<file path="src/hdl/strap_pkg.sv">
package strap_pkg;

    // strap encodings and serial clock rates
    localparam logic       SPEED_SLOW       = 1'h0;           // captured low
    localparam logic       SPEED_FAST       = 1'h1;           // captured high
    localparam int         SLOW_RATE_MHZ    = 30;             // slow serial rate
    localparam int         FAST_RATE_MHZ    = 60;             // fast serial rate

    // card power control field
    localparam int         CARD_PWR_LSB     = 0;              // field low bit
    localparam int         CARD_PWR_WIDTH   = 4;              // field width
    localparam logic [7:0] CARD_PWR_ADDR    = 8'hA5;          // config register address
    localparam logic [3:0] CARD_PWR_OFF     = 4'h0;           // reset value, power off

    // phases of the strap pin
    typedef enum logic [1:0] {
        PHASE_RESET   = 2'b00,     // in reset, pin floats with pull-down
        PHASE_CAPTURE = 2'b01,     // first edge after release
        PHASE_RUN     = 2'b11      // pin back to data-out role
    } strap_phase_type;

    // drive of one two-way pin
    typedef struct packed {
        logic out;                 // output value
        logic oe;                  // output enable, high drives
        logic pull_down;           // weak pull-down enable
    } pin_drive_type;

    // user-side serial port request
    typedef struct packed {
        logic clk;                 // serial clock wanted
        logic data;                // data-out bit wanted
        logic data_oe;             // data-out driven
        logic select;              // chip select wanted, active high here
    } rom_req_type;

endpackage
</file>
<file path="src/hdl/boot_rom_port_strap_control.sv">
`timescale 1ns/1ps

// Notes on behaviour
// in reset, float strap pin with pull-down
// on release, latch strap, restore data-out
// pull-down off after reset release
// strap 0 gives 30 MHz, 1 gives 60
// strap 1: data-out floats in suspend
// strap 0: data-out driven low in suspend
// system holds reset low at least 1 us
// data-in pin with weak pull-down
// card power from config bits 3:0
// general pin is output only
// serial clock low during reset
// select active low, high in power-down
// strap held in register until next reset
module boot_rom_port_strap_control
    import strap_pkg::*;
#(
    parameter int PWR_WIDTH = CARD_PWR_WIDTH       // card power field width
) (
    input  wire logic                 clock,            // 25 MHz system clock
    input  wire logic                 rstn,             // chip reset, active low
    input  wire logic                 suspend,          // chip in suspend
    input  wire logic                 power_down,       // chip in power-down
    input  wire logic                 rom_port_enable,  // serial port enabled
    input  wire rom_req_type          rom_req,          // core request for serial port
    input  wire logic [PWR_WIDTH-1:0] card_pwr_cfg,     // config register bits 3:0
    input  wire logic                 general_out_req,  // core value for general pin
    input  wire logic                 rom_speed_strap_in, // data-out/strap pin level
    input  wire logic                 rom_data_in,      // data from the rom
    output logic                      rom_speed_strap_out, // data-out pin value
    output logic                      rom_speed_strap_oe,  // data-out pin enable
    output logic                      strap_pull_down,  // weak pull-down on strap pin
    output logic                      data_in_pull_down, // weak pull-down on data-in
    output logic                      rom_clk,          // serial clock to rom
    output logic                      rom_select_n,     // rom chip select, active low
    output logic                      rom_data_bit,     // sampled data-in bit
    output logic                      fast_speed,       // high when 60 MHz chosen
    output logic                      card_slot_power,  // card power drive gate
    output logic                      general_output_one, // general output pin
    output logic                      general_output_one_oe // general pin enable
);

    // strap capture state
    strap_phase_type phase_reg;          // strap pin phase
    strap_phase_type phase_next;         // next phase
    logic            speed_reg;          // latched strap value
    // data-out pin drive
    pin_drive_type   data_drive_next;    // wanted data-out pin drive
    pin_drive_type   data_drive_reg;     // registered data-out pin drive
    // registered pins
    logic            clk_reg;            // registered serial clock
    logic            select_n_reg;       // registered chip select
    logic            data_bit_reg;       // registered data-in sample
    logic            card_reg;           // registered card power
    logic            gpo_reg;            // registered general output
    logic            data_pull_reg;      // registered data-in pull-down
    logic            gpo_oe_reg;         // registered general pin enable

    // phase walks from reset through one capture edge into run
    // capture lasts one edge so the pin is still floated when read
    always_comb begin
        case (phase_reg)
            PHASE_RESET:   phase_next = PHASE_CAPTURE;
            PHASE_CAPTURE: phase_next = PHASE_RUN;
            PHASE_RUN:     phase_next = PHASE_RUN;
            default:       phase_next = PHASE_RESET;
        endcase
    end

    // phase register, constant under reset
    // a glitch on reset restarts capture from the top
    // release is seen on the first clock edge after rstn rises
    always_ff @(posedge clock or negedge rstn) begin
        if (!rstn) begin
            phase_reg <= PHASE_RESET;
        end else begin
            phase_reg <= phase_next;
        end
    end

    // strap caught on first edge after release, pin still floated then
    // a clocked catch avoids loading a port value under async reset
    always_ff @(posedge clock or negedge rstn) begin
        if (!rstn) begin
            // slow rate until the strap is read again
            speed_reg <= SPEED_SLOW;
        end else if (phase_reg == PHASE_RESET) begin
            // only the first edge after release loads it
            speed_reg <= rom_speed_strap_in;
        end
        // no else: the value stands until the next reset
    end

    // data-out pin drive by phase and suspend
    always_comb begin
        // default: floated, pull-down off, output low
        data_drive_next = '0;
        if (phase_reg == PHASE_RESET) begin
            // still sampling: keep floated with pull-down
            data_drive_next.pull_down = 1'b1;
        end else if (suspend) begin
            // low-power drive depends on the latched strap
            if (speed_reg == SPEED_FAST) begin
                // fast strap: leave the line floating
                data_drive_next.oe = 1'b0;
            end else begin
                // slow strap: hold it low so it cannot drift
                data_drive_next.oe  = 1'b1;
                data_drive_next.out = 1'b0;
            end
        end else begin
            // back to data-out role, pull-down released
            data_drive_next.pull_down = 1'b0;
            data_drive_next.oe        = rom_req.data_oe;
            data_drive_next.out       = rom_req.data;
        end
    end

    // registered pin drive, floated with pull-down in reset
    // reset value equals the in-reset drive, so entry never glitches the pin
    pin_driver #(
        .RESET_DRIVE('{out: 1'b0, oe: 1'b0, pull_down: 1'b1})
    ) u_data_pin (
        .clock     (clock),
        .rstn      (rstn),
        .drive_next(data_drive_next),
        .drive_reg (data_drive_reg)
    );

    // serial clock low in reset and until run, then from core
    // the release edge and the capture edge keep it low too
    // the rate divider lives in the core; this stage only gates and registers
    always_ff @(posedge clock or negedge rstn) begin
        if (!rstn) begin
            clk_reg <= 1'b0;
        end else begin
            clk_reg <= (phase_reg == PHASE_RUN) && rom_req.clk;
        end
    end

    // select high whenever idle or in power-down with port enabled
    // the power-down gate wins over any core request
    // a disabled port keeps select high as well
    always_ff @(posedge clock or negedge rstn) begin
        if (!rstn) begin
            select_n_reg <= 1'b1;
        end else if (rom_port_enable && power_down) begin
            select_n_reg <= 1'b1;
        end else begin
            select_n_reg <= !(rom_port_enable && rom_req.select);
        end
    end

    // data-in sample; pin only ever received
    // the pin's pull-down keeps it low while the rom is deselected
    always_ff @(posedge clock or negedge rstn) begin
        if (!rstn) begin
            data_bit_reg <= 1'b0;
        end else begin
            data_bit_reg <= rom_data_in;
        end
    end

    // card power gate from any of the four config bits
    // any set bit turns the drive on; individual bits pick no level
    always_ff @(posedge clock or negedge rstn) begin
        if (!rstn) begin
            // reset keeps the slot unpowered
            card_reg <= 1'b0;
        end else begin
            card_reg <= |card_pwr_cfg;
        end
    end

    // general pin follows the core, never sampled
    // no input path exists, so nothing can be read back
    always_ff @(posedge clock or negedge rstn) begin
        if (!rstn) begin
            // pin starts low
            gpo_reg <= 1'b0;
        end else begin
            gpo_reg <= general_out_req;
        end
    end

    // data-in pull-down stays on in and out of reset
    // a released rom line would otherwise float between frames
    always_ff @(posedge clock or negedge rstn) begin
        if (!rstn) begin
            data_pull_reg <= 1'b1;
        end else begin
            data_pull_reg <= 1'b1;
        end
    end

    // general pin enabled once out of reset and never turned round
    // keeping it undriven in reset lets board straps settle
    always_ff @(posedge clock or negedge rstn) begin
        if (!rstn) begin
            gpo_oe_reg <= 1'b0;
        end else begin
            gpo_oe_reg <= 1'b1;
        end
    end

    // outputs straight from flops
    // pad cells that combine value and enable sit outside this block
    assign rom_speed_strap_out   = data_drive_reg.out;
    assign rom_speed_strap_oe    = data_drive_reg.oe;
    assign strap_pull_down       = data_drive_reg.pull_down;
    assign data_in_pull_down     = data_pull_reg;
    assign rom_clk               = clk_reg;
    assign rom_select_n          = select_n_reg;
    assign rom_data_bit          = data_bit_reg;
    assign fast_speed            = speed_reg;
    assign card_slot_power       = card_reg;
    assign general_output_one    = gpo_reg;
    assign general_output_one_oe = gpo_oe_reg;

endmodule

</file>
<file path="src/hdl/pin_driver.sv">
`timescale 1ns/1ps

// registers one pin drive so the top's outputs come from flip-flops
module pin_driver
    import strap_pkg::*;
#(
    parameter pin_drive_type RESET_DRIVE = '0      // drive shown in reset
) (
    input  wire logic          clock,              // system clock
    input  wire logic          rstn,               // async reset, active low
    input  wire pin_drive_type drive_next,         // wanted drive
    output pin_drive_type      drive_reg           // registered drive
);

    // plain flop with constant reset value
    always_ff @(posedge clock or negedge rstn) begin
        if (!rstn) begin
            drive_reg <= RESET_DRIVE;
        end else begin
            drive_reg <= drive_next;
        end
    end

endmodule

</file>
<file path="config.mk">
export PLATFORM = sky130hd
export DESIGN_NAME = boot_rom_port_strap_control
export DESIGN_NICKNAME = d
export VERILOG_FILES = /design/src/hdl/strap_pkg.sv /design/src/hdl/boot_rom_port_strap_control.sv /design/src/hdl/pin_driver.sv
export SDC_FILE = /design/constraint.sdc
export NUM_CORES = 1
export LEC_CHECK = 0
export BUFFER_PORTS_ARGS = -buffer_cell sky130_fd_sc_hd__buf_2
export CELL_PAD_IN_SITES_DETAIL_PLACEMENT = 1
export CELL_PAD_IN_SITES_GLOBAL_PLACEMENT = 1
export CORE_AREA = 2 2 41 43
export DETAILED_ROUTE_END_ITERATION = 6
export DIE_AREA = 0 0 43 45
export PLACE_DENSITY = 0.67
export SYNTH_ARGS = -nofsm -noshare
export SYNTH_HDL_FRONTEND = slang
export SYNTH_SLANG_ARGS = --single-unit
</file>
<file path="constraint.sdc">
create_clock -name clock -period 2.55 [get_ports clock]
set_input_delay 0.3825 -clock clock [delete_from_list [all_inputs] [get_ports clock]]
set_output_delay 0.3825 -clock clock [all_outputs]
set_load 0.02 [all_outputs]
</file>
==> results of run 1 <==
routing by layer:
layer | vias up | routed length (um) | GRT usage, %
met2 | 25 | 320 | 14.85
met4 | 0 | 6 | 7.273
met1 | 133 | 287 | 10.13
met3 | 2 | 119 | 4.000
li1 | 134 | - | -
met5 | - | 0 | 0
placed cells by master (no fill, tap or decap):
master / Yosys / final
conb_1: 1 / 2
nand3b_1: 1 / 1
dfstp_2: 2 / 2
buf_2: 0 / 25
or4_1: 1 / 1
a211oi_1: 1 / 1
nor2_1: 1 / 1
mux2_2: 1 / 1
clkbuf_8: 0 / 1
dlygate4sd3_1: 0 / 1
nor3b_1: 1 / 1
nand2b_1: 1 / 1
clkbuf_4: 0 / 3
nor2_4: 1 / 1
and3_1: 1 / 1
dfrtp_1: 10 / 10
how the worst min path moves through the flow:
stage / startpoint / endpoint / slack (ns) / cells past startpoint
finish: general_out_req / general_output_one$_DFF_PN0_ / 0.21 / 1
global route: general_out_req / general_output_one$_DFF_PN0_ / 0.20 / 1
CTS: general_out_req / general_output_one$_DFF_PN0_ / 0.20 / 1
detailed placement: rstn / rom_clk$_DFF_PN0_ / 0.27 / 1
global placement: rstn / rom_clk$_DFF_PN0_ / 0.27 / 1
floorplan: rstn / card_slot_power$_DFF_PN0_ / 0.09 / 0
per-stage QoR:
stage               utilization [%]  cell area, um^2  worst slack, ns  power [W]  std cells
floorplan                         -            390.4            1.535  0.0002193         25
global placement              35.63            524.3            1.440  0.0002397         64
detailed placement            35.63            524.3            1.426  0.0002407         64
CTS                           38.78            570.5            1.210  0.0003962         69
global route                  38.78            570.5            1.193  0.0004090         69
finish                        38.78            570.5            1.227  0.0003880         69
synth_stat cells (all sizes together):
master,count,area share (%)
dfstp,2,14
or4,1,1.9
nand2b,1,1.6
nor2,2,3.9
nor3b,1,1.9
mux2,1,2.9
nand3b,1,1.9
clkbuf,1,0.97
buf,1,1.9
a211oi,1,1.9
conb,1,0.97
and3,1,1.6
dfrtp,10,65
cell families (layout without fill, tap and decap cells):
group                  Yosys count  count (layout)  synth area share (%)
AO/OA/AOI/OAI                    1               1                 1.942
buffers and inverters            2              30                 2.912
flip-flops                      12              12                 78.32
multiplexers                     1               1                 2.912
other                            1               2                0.9699
AND/OR/NAND/NOR                  7               7                 12.95
cell type report:
type / instances / area share, %
tap: 16 / 3.509
timing repair buffer: 26 / 23.68
sequential: 12 / 53.07
clock buffer: 4 / 6.360
multi-input combinational: 11 / 13.38
timing repair:
item / CTS / global route
setup buffers: 0 / 0
hold endpoints to repair: 10 / 0
hold buffers: 1 / 0
report_power, final:
part	total (W)	internal (W)	switching, W
Sequential	0.000199	0.000198	0.00000185
Combinational	0.0000377	0.0000165	0.0000212
Clock	0.000151	0.0000867	0.0000641
==> results.yml, run 1 <==
status:
  outcome: "complete, no violations"
synthesis:
  syn_inst: 24
  ys_seq_elements: 12
  synth_area_um2: 386.6
  ys_warn_count: 0
  yosysUniqueCellTypes: 14
  avgSynthCellArea_um2: 16.11
  yosysSeqAreaShare_pct: 78.32
worst_setup_path:
  path_depth: 1
  crit_type: "reg2out"
  cp-end-kind: "output port"
  cp_cell_sequence: "buf_2"
  startpoint: "rom_select_n$_DFF_PN1_"
  crit_path_end: "rom_select_n"
  path_buf_inv: 1
  reg2reg_depth: 2
  critPathMaxStageDelay_ns: 0.52
  crit_path_start_kind: "flip-flop"
  critical_path.max_fanout: 1
  cp_top_family: "flip-flops"
  required_ns: 2.17
  r2r-end: "fast_speed$_DFFE_PN0N_"
  rr_startpoint: "phase_reg[0]$_DFF_PN0_"
  cp.arrival_ns: 0.94
  cp_slowest_cell: "dfstp_2"
  r2r_slack_ns: 1.53
routing:
  drt_iter0_markers: 2
  avgRoutedWirePerCell_um: 10.64
  remaining_drc_errors: 0
  antenna_left: 0
  vias: 294
  routed_via_density: 4.261
  dr.pass1.iters: 2
  wl_um: 734
layout:
  area_growth_syn_to_layout_pct: 47.57
  regArea_um2: 302.8
  nFillCells: 171
  drive_gt1_share_pct: 62.26
  largest_reg_flops: 3
  multi_input_area_um2: 76.32
  antenna_cells: 0
  finalNetCount: 70
global_route:
  grt_max_degree: 13
  grt-ovfl-total: 0
  grt_pass1_vias: 341
  grt_usage_pct: 9.447
  antenna_found_initial: 0
  grt_pass1_wl_um: 1269
floorplanning:
  io_pins: 27
  core-area_mm2: 0.001471
  die-width_um: 43
  dieArea_mm2: 0.001935
  start_util_pct: 26.28
  num_rows: 14
  dieHeight_um: 45
sta:
  finalSetupViolations: 0
  clock.fmax_mhz: 756.0
  clock-skew-final_ns: 0.0009778
  tns_ns: 0
  grt_setup_unrepaired: "no"
  fin_hold_ws_ns: 0.2123
  post-route-period-util_pct: 51.87
  slew_violations: 0
  finalHoldViolCount: 0
  post-route-min-period_ns: 1.323
placed_design:
  portBuffers: 25
  dp_hpwl_um: 596.7
  place_congestion: 0.6822
pwr:
  power.density_mw_per_mm2: 680.0
  ir_drop_mv: 0.2356
  p_leak_nw: 0.2762
job:
  drv_cap: 0
clocking:
  root_buffer: "clkbuf_4"
  cts-resized-gates: 0
  clk_pin_slew_ns: 0.08
  cts_tree: "done"
  clk_path_buf_depth: 2
  clkSinkCount: 12
  htree_levels: 1
  cts-buffers-inserted: 3
  clk_latency_ns: 0.27
hold_path:
  hp-class: "in2reg"
No activity file was read; power rests on OpenSTA's default activity.
==> run 2: changes to the inputs <==
Clock period 2.55 ns to 1.4 ns, I/O delays scaled along.
==> results.yml, run 2 (synthesis gave the netlist of run 1 again) <==
routing:
  vias: 286
  dr.pass1.iters: 1
  wl_met1_um: 272
  routed_via_density: 4.145
  top_layer: "met4"
  antenna_left: 0
  dr_wl_met2_um: 346
  drt_iter0_markers: 0
  wl_um: 765
  wl_met3_um: 138
  avgRoutedWirePerCell_um: 11.09
  remaining_drc_errors: 0
sta:
  clock-skew-final_ns: 0.002760
  grt_setup_unrepaired: "no"
  post-route-min-period_ns: 1.145
  setup_ws_ns: 0.2548
  finalSetupViolations: 0
  tns_ns: 0
  clock.fmax_mhz: 873.2
  post-route-period-util_pct: 81.80
  finalHoldViolCount: 0
  slew_violations: 0
clocking:
  clk_pin_slew_ns: 0.07
  clk_path_buf_depth: 2
  root_buffer: "clkbuf_4"
  htree_levels: 1
  cts-buffers-inserted: 3
  ctsHoldBuffers: 1
  clk_latency_ns: 0.26
  cts_tree: "done"
  post-cts-setup-buffers: 0
  clkSinkCount: 12
  cts-resized-gates: 0
worst_setup_path:
  cp-end-kind: "output port"
  cp_slowest_cell: "dfstp_2"
  path_buf_inv: 1
  cp.arrival_ns: 0.94
  cp_top_family: "flip-flops"
  crit_path_start_kind: "flip-flop"
  crit_type: "reg2out"
  cp_cell_sequence: "buf_2"
  critPathMaxStageDelay_ns: 0.52
  required_ns: 1.19
  critical_path.max_fanout: 1
floorplanning:
  io_pins: 27
  dieHeight_um: 45
  dieArea_mm2: 0.001935
  core-area_mm2: 0.001471
  num_rows: 14
  die-width_um: 43
  start_util_pct: 26.28
placed_design:
  place_congestion: 0.6847
  portBuffers: 25
  dp_hpwl_um: 624.7
  post-place-ws_ns: 0.3815
global_route:
  grt_pass1_wl_um: 1269
  grt_usage_pct: 9.804
  grt_pass1_vias: 316
  antenna_found_initial: 0
  grt-ovfl-total: 0
  grt_max_degree: 13
pwr:
  power.density_mw_per_mm2: 1220
  p_total_w: 0.0006961
  p_leak_nw: 0.2762
  ir_drop_mv: 0.5448
layout:
  finalNetCount: 70
  area_growth_syn_to_layout_pct: 47.57
  largest_reg_flops: 3
  antenna_cells: 0
  layout_commonest_cell: "buf_2"
  mostFrequentLayoutCells: "25 x buf_2, 10 x dfrtp_1, 3 x clkbuf_4, 2 x conb_1, 2 x dfstp_2"
  drive_gt1_share_pct: 62.26
job:
  drv_cap: 0
hold_path:
  hp-class: "in2reg"
status:
  outcome: "complete, no violations"
==> run 2: cell counts in the layout (fill, tap and decap cells not counted) <==
Identical to the previous run, type by type.
==> run 2: final timing paths <==
check | start | endpoint | slack [ns] | depth (start not counted)
min in group asynchronous | rstn | rom_clk$_DFF_PN0_ | 0.35 | 2
min reg2reg | phase_reg[1]$_DFF_PN0_ | u_data_pin.drive_reg[0]$_DFF_PN1_ | 0.46 | 1
max reg2reg | phase_reg[0]$_DFF_PN0_ | fast_speed$_DFFE_PN0N_ | 0.38 | 2
min | general_out_req | general_output_one$_DFF_PN0_ | 0.04 | 1
max in group asynchronous | rstn | rom_select_n$_DFF_PN1_ | 0.78 | 2
max | rom_select_n$_DFF_PN1_ | rom_select_n | 0.25 | 1
==> run 2: power by group <==
part           internal (W)  switching [W]
Combinational     0.0000300      0.0000386
Sequential         0.000360     0.00000354
Clock              0.000158       0.000106
Total              0.000548       0.000148
==> run 2: final cells by class <==
type / count / area [um^2]
flip-flops and latches: 12 / 302.8
repair buffers: 26 / 135.1
fillers: 175 / 900.9
well taps: 16 / 20.02
multi-input cells: 11 / 76.32
clock buffers: 4 / 36.28
==> run 2: through the flow <==
step | instances | hold slack (ns) | utilization [%] | instance area [um^2]
global placement | 64 | 0.09475 | 35.63 | 524.3
floorplan | 25 | -0.08559 | - | 390.4
finish | 69 | 0.04466 | 38.78 | 570.5
CTS | 69 | 0.03314 | 38.78 | 570.5
detailed placement | 64 | 0.1004 | 35.63 | 524.3
global route | 69 | 0.02629 | 38.78 | 570.5
==> run 2: metal layers <==
layer / vias to the layer above / GRT usage (%)
li1: 132 / -
met1: 127 / 9.924
met2: 25 / 15.15
met3: 2 / 4.400
met4: 0 / 9.091
met5: - / 0
==> run 3: changes to the inputs <==
Settings changed: ABC_AREA set to 1, CORE_AREA 2 2 41 43 to 2 2 49 42, DIE_AREA 0 0 43 45 to 0 0 51 44, PLACE_DENSITY 0.67 to 0.64.
Clock period 1.4 ns to 1 ns, I/O delays scaled along.
==> results.yml, run 3 <==
status:
  outcome: "finished with violations"
  violations: "setup timing"
worst_setup_path:
  crit_path_start_kind: "flip-flop"
  crit_type: "reg2out"
  rr_startpoint: "phase_reg[0]$_DFF_PN0_"
  critPathMaxStageDelay_ns: 0.53
  cp_slowest_cell: "dfstp_2"
  path_buf_inv: 1
  cp-end-kind: "output port"
  cp_top_family: "flip-flops"
  r2r-end: "fast_speed$_DFFE_PN0N_"
  cp_cell_sequence: "buf_6"
  reg2reg_depth: 3
  cp.arrival_ns: 0.89
  critical_path.max_fanout: 1
  required_ns: 0.85
  r2r_slack_ns: 0.19
synthesis:
  ys_seq_elements: 12
  post-synth-top-area-cell: "dfrtp_1"
  yosys-top-cells-area: "dfrtp_1 63%, dfstp_2 13%, nand2_1 4.8%, nor2_1 3.8%, o21ai_0 2.5%"
  ys_warn_count: 0
  synthMostInstantiatedCell: "dfrtp_1"
  syn_inst: 32
  synth_area_um2: 394.1
  synthFlopType: "dfrtp_1"
  synthTopCellsByCount: "10 x dfrtp_1, 5 x nand2_1, 4 x nor2_1"
  yosysUniqueCellTypes: 13
  async_flop_share_pct: 100.0
  synth-edff-count: 0
  yosysSeqAreaShare_pct: 76.83
  avgSynthCellArea_um2: 12.32
  synth_top_area_share_pct: 63.49
routing:
  avgRoutedWirePerCell_um: 9.483
  routed_via_density: 3.678
  wl_um: 825
  remaining_drc_errors: 0
  drt_iter0_markers: 0
  vias: 320
  antenna_left: 0
  dr.pass1.iters: 1
sta:
  post-route-period-util_pct: 103.9
  tns_ns: -0.07464
  post-route-min-period_ns: 1.039
  clock-skew-final_ns: 0.003176
  setup_ws_ns: -0.03931
  finalSetupViolations: 2
  finalHoldViolCount: 0
  clock.fmax_mhz: 962.2
  slew_violations: 0
  fin_hold_ws_ns: 0.04674
  grt_setup_unrepaired: "yes"
layout:
  layout_commonest_cell: "buf_2"
  area_growth_syn_to_layout_pct: 57.46
  largest_reg_flops: 3
  mostFrequentLayoutCells: "22 x buf_2, 10 x dfrtp_1, 5 x nand2_1, 4 x nor2_1"
  finalNetCount: 81
  antenna_cells: 0
  utilization_pct: 35.08
  drive_gt1_share_pct: 50.79
floorplanning:
  dieArea_mm2: 0.002244
  io_pins: 27
  die-width_um: 51
  start_util_pct: 22.28
  dieHeight_um: 44
  core-area_mm2: 0.001769
  num_rows: 14
clocking:
  htree_levels: 1
  clk_pin_slew_ns: 0.07
  cts-buffers-inserted: 3
  clk_latency_ns: 0.26
  clk_path_buf_depth: 2
  root_buffer: "clkbuf_4"
  cts_tree: "done"
  clkSinkCount: 12
global_route:
  grt_max_degree: 13
  grt_pass1_wl_um: 1331
  grt_usage_pct: 8.664
  grt-ovfl-total: 0
  antenna_found_initial: 0
  grt_pass1_vias: 341
hold_path:
  worstHoldStart: "rom_req[0]"
  hp-class: "in2reg"
  holdPathEnd: "rom_select_n$_DFF_PN1_"
  whs_path_depth: 2
pwr:
  power.density_mw_per_mm2: 1441
  ir_drop_mv: 0.4003
  p_leak_nw: 0.3125
job:
  drv_cap: 0
placed_design:
  portBuffers: 25
  place_congestion: 0.6258
[run 3: stage by stage]
stage,area (um^2),std cells,power [W],setup WS (ns)
6_report,620.6,87,0.0008940,-0.03931
5_1_grt,620.6,87,0.0009476,-0.07197
4_1_cts,606.8,86,0.0009056,-0.05284
3_5_place_dp,541.8,80,0.0006156,0.1920
3_3_place_gp,541.8,80,0.0006135,0.2101
2_1_floorplan,397.9,33,0.0005610,0.2658
[run 3: worst max path at each step]
stage                                           start                                end  slack (ns)  cells past startpoint
global route        u_data_pin.drive_reg[0]$_DFF_PN1_                    strap_pull_down       -0.07                      1
CTS                 u_data_pin.drive_reg[0]$_DFF_PN1_                    strap_pull_down       -0.05                      1
global placement               phase_reg[0]$_DFF_PN0_             fast_speed$_DFFE_PN0N_        0.21                      3
floorplan                      fast_speed$_DFFE_PN0N_  u_data_pin.drive_reg[1]$_DFF_PN0_        0.27                      3
finish              u_data_pin.drive_reg[0]$_DFF_PN1_                    strap_pull_down       -0.04                      1
detailed placement             phase_reg[0]$_DFF_PN0_             fast_speed$_DFFE_PN0N_        0.19                      3
[run 3: layout make-up]
class | instances | area (um^2)
Multi-Input combinational cell | 17 | 76.32
Tap cell | 24 | 30.03
Inverter | 2 | 7.507
Clock buffer | 3 | 22.52
Fill cell | 214 | 1149
Timing Repair Buffer | 29 | 181.4
Sequential cell | 12 | 302.8
[run 3: layer usage]
metal,vias up,part of all wire (%),global-route usage [%]
met2,19,50,16.10
met4,0,0,4.865
met1,146,38,7.391
met5,-,0,0
li1,155,-,-
met3,0,11,4.483
[run 3: power breakdown]
| part | switching, W | total (W) | internal (W) |
|---|---|---|---|
| sequential | 0.00000628 | 0.000511 | 0.000504 |
| combinational | 0.0000589 | 0.000112 | 0.0000530 |
| clock | 0.000133 | 0.000271 | 0.000139 |
[run 3: logic make-up after synthesis]
kind of cell | count (synthesis) | share of synthesized area [%]
AOI/OAI and AO/OA | 2 | 2.540
buffers and inverters | 4 | 4.762
other | 1 | 0.9515
DFF | 12 | 76.83
and+or+nand+nor | 13 | 14.92
[run 3: timing repair]
item	4_1_cts	5_1_grt
buffers inserted	0	1
hold endpoints to repair	13	0
hold buffers	3	0
resized for setup	4	2
endpoints found under the setup margin	2	3
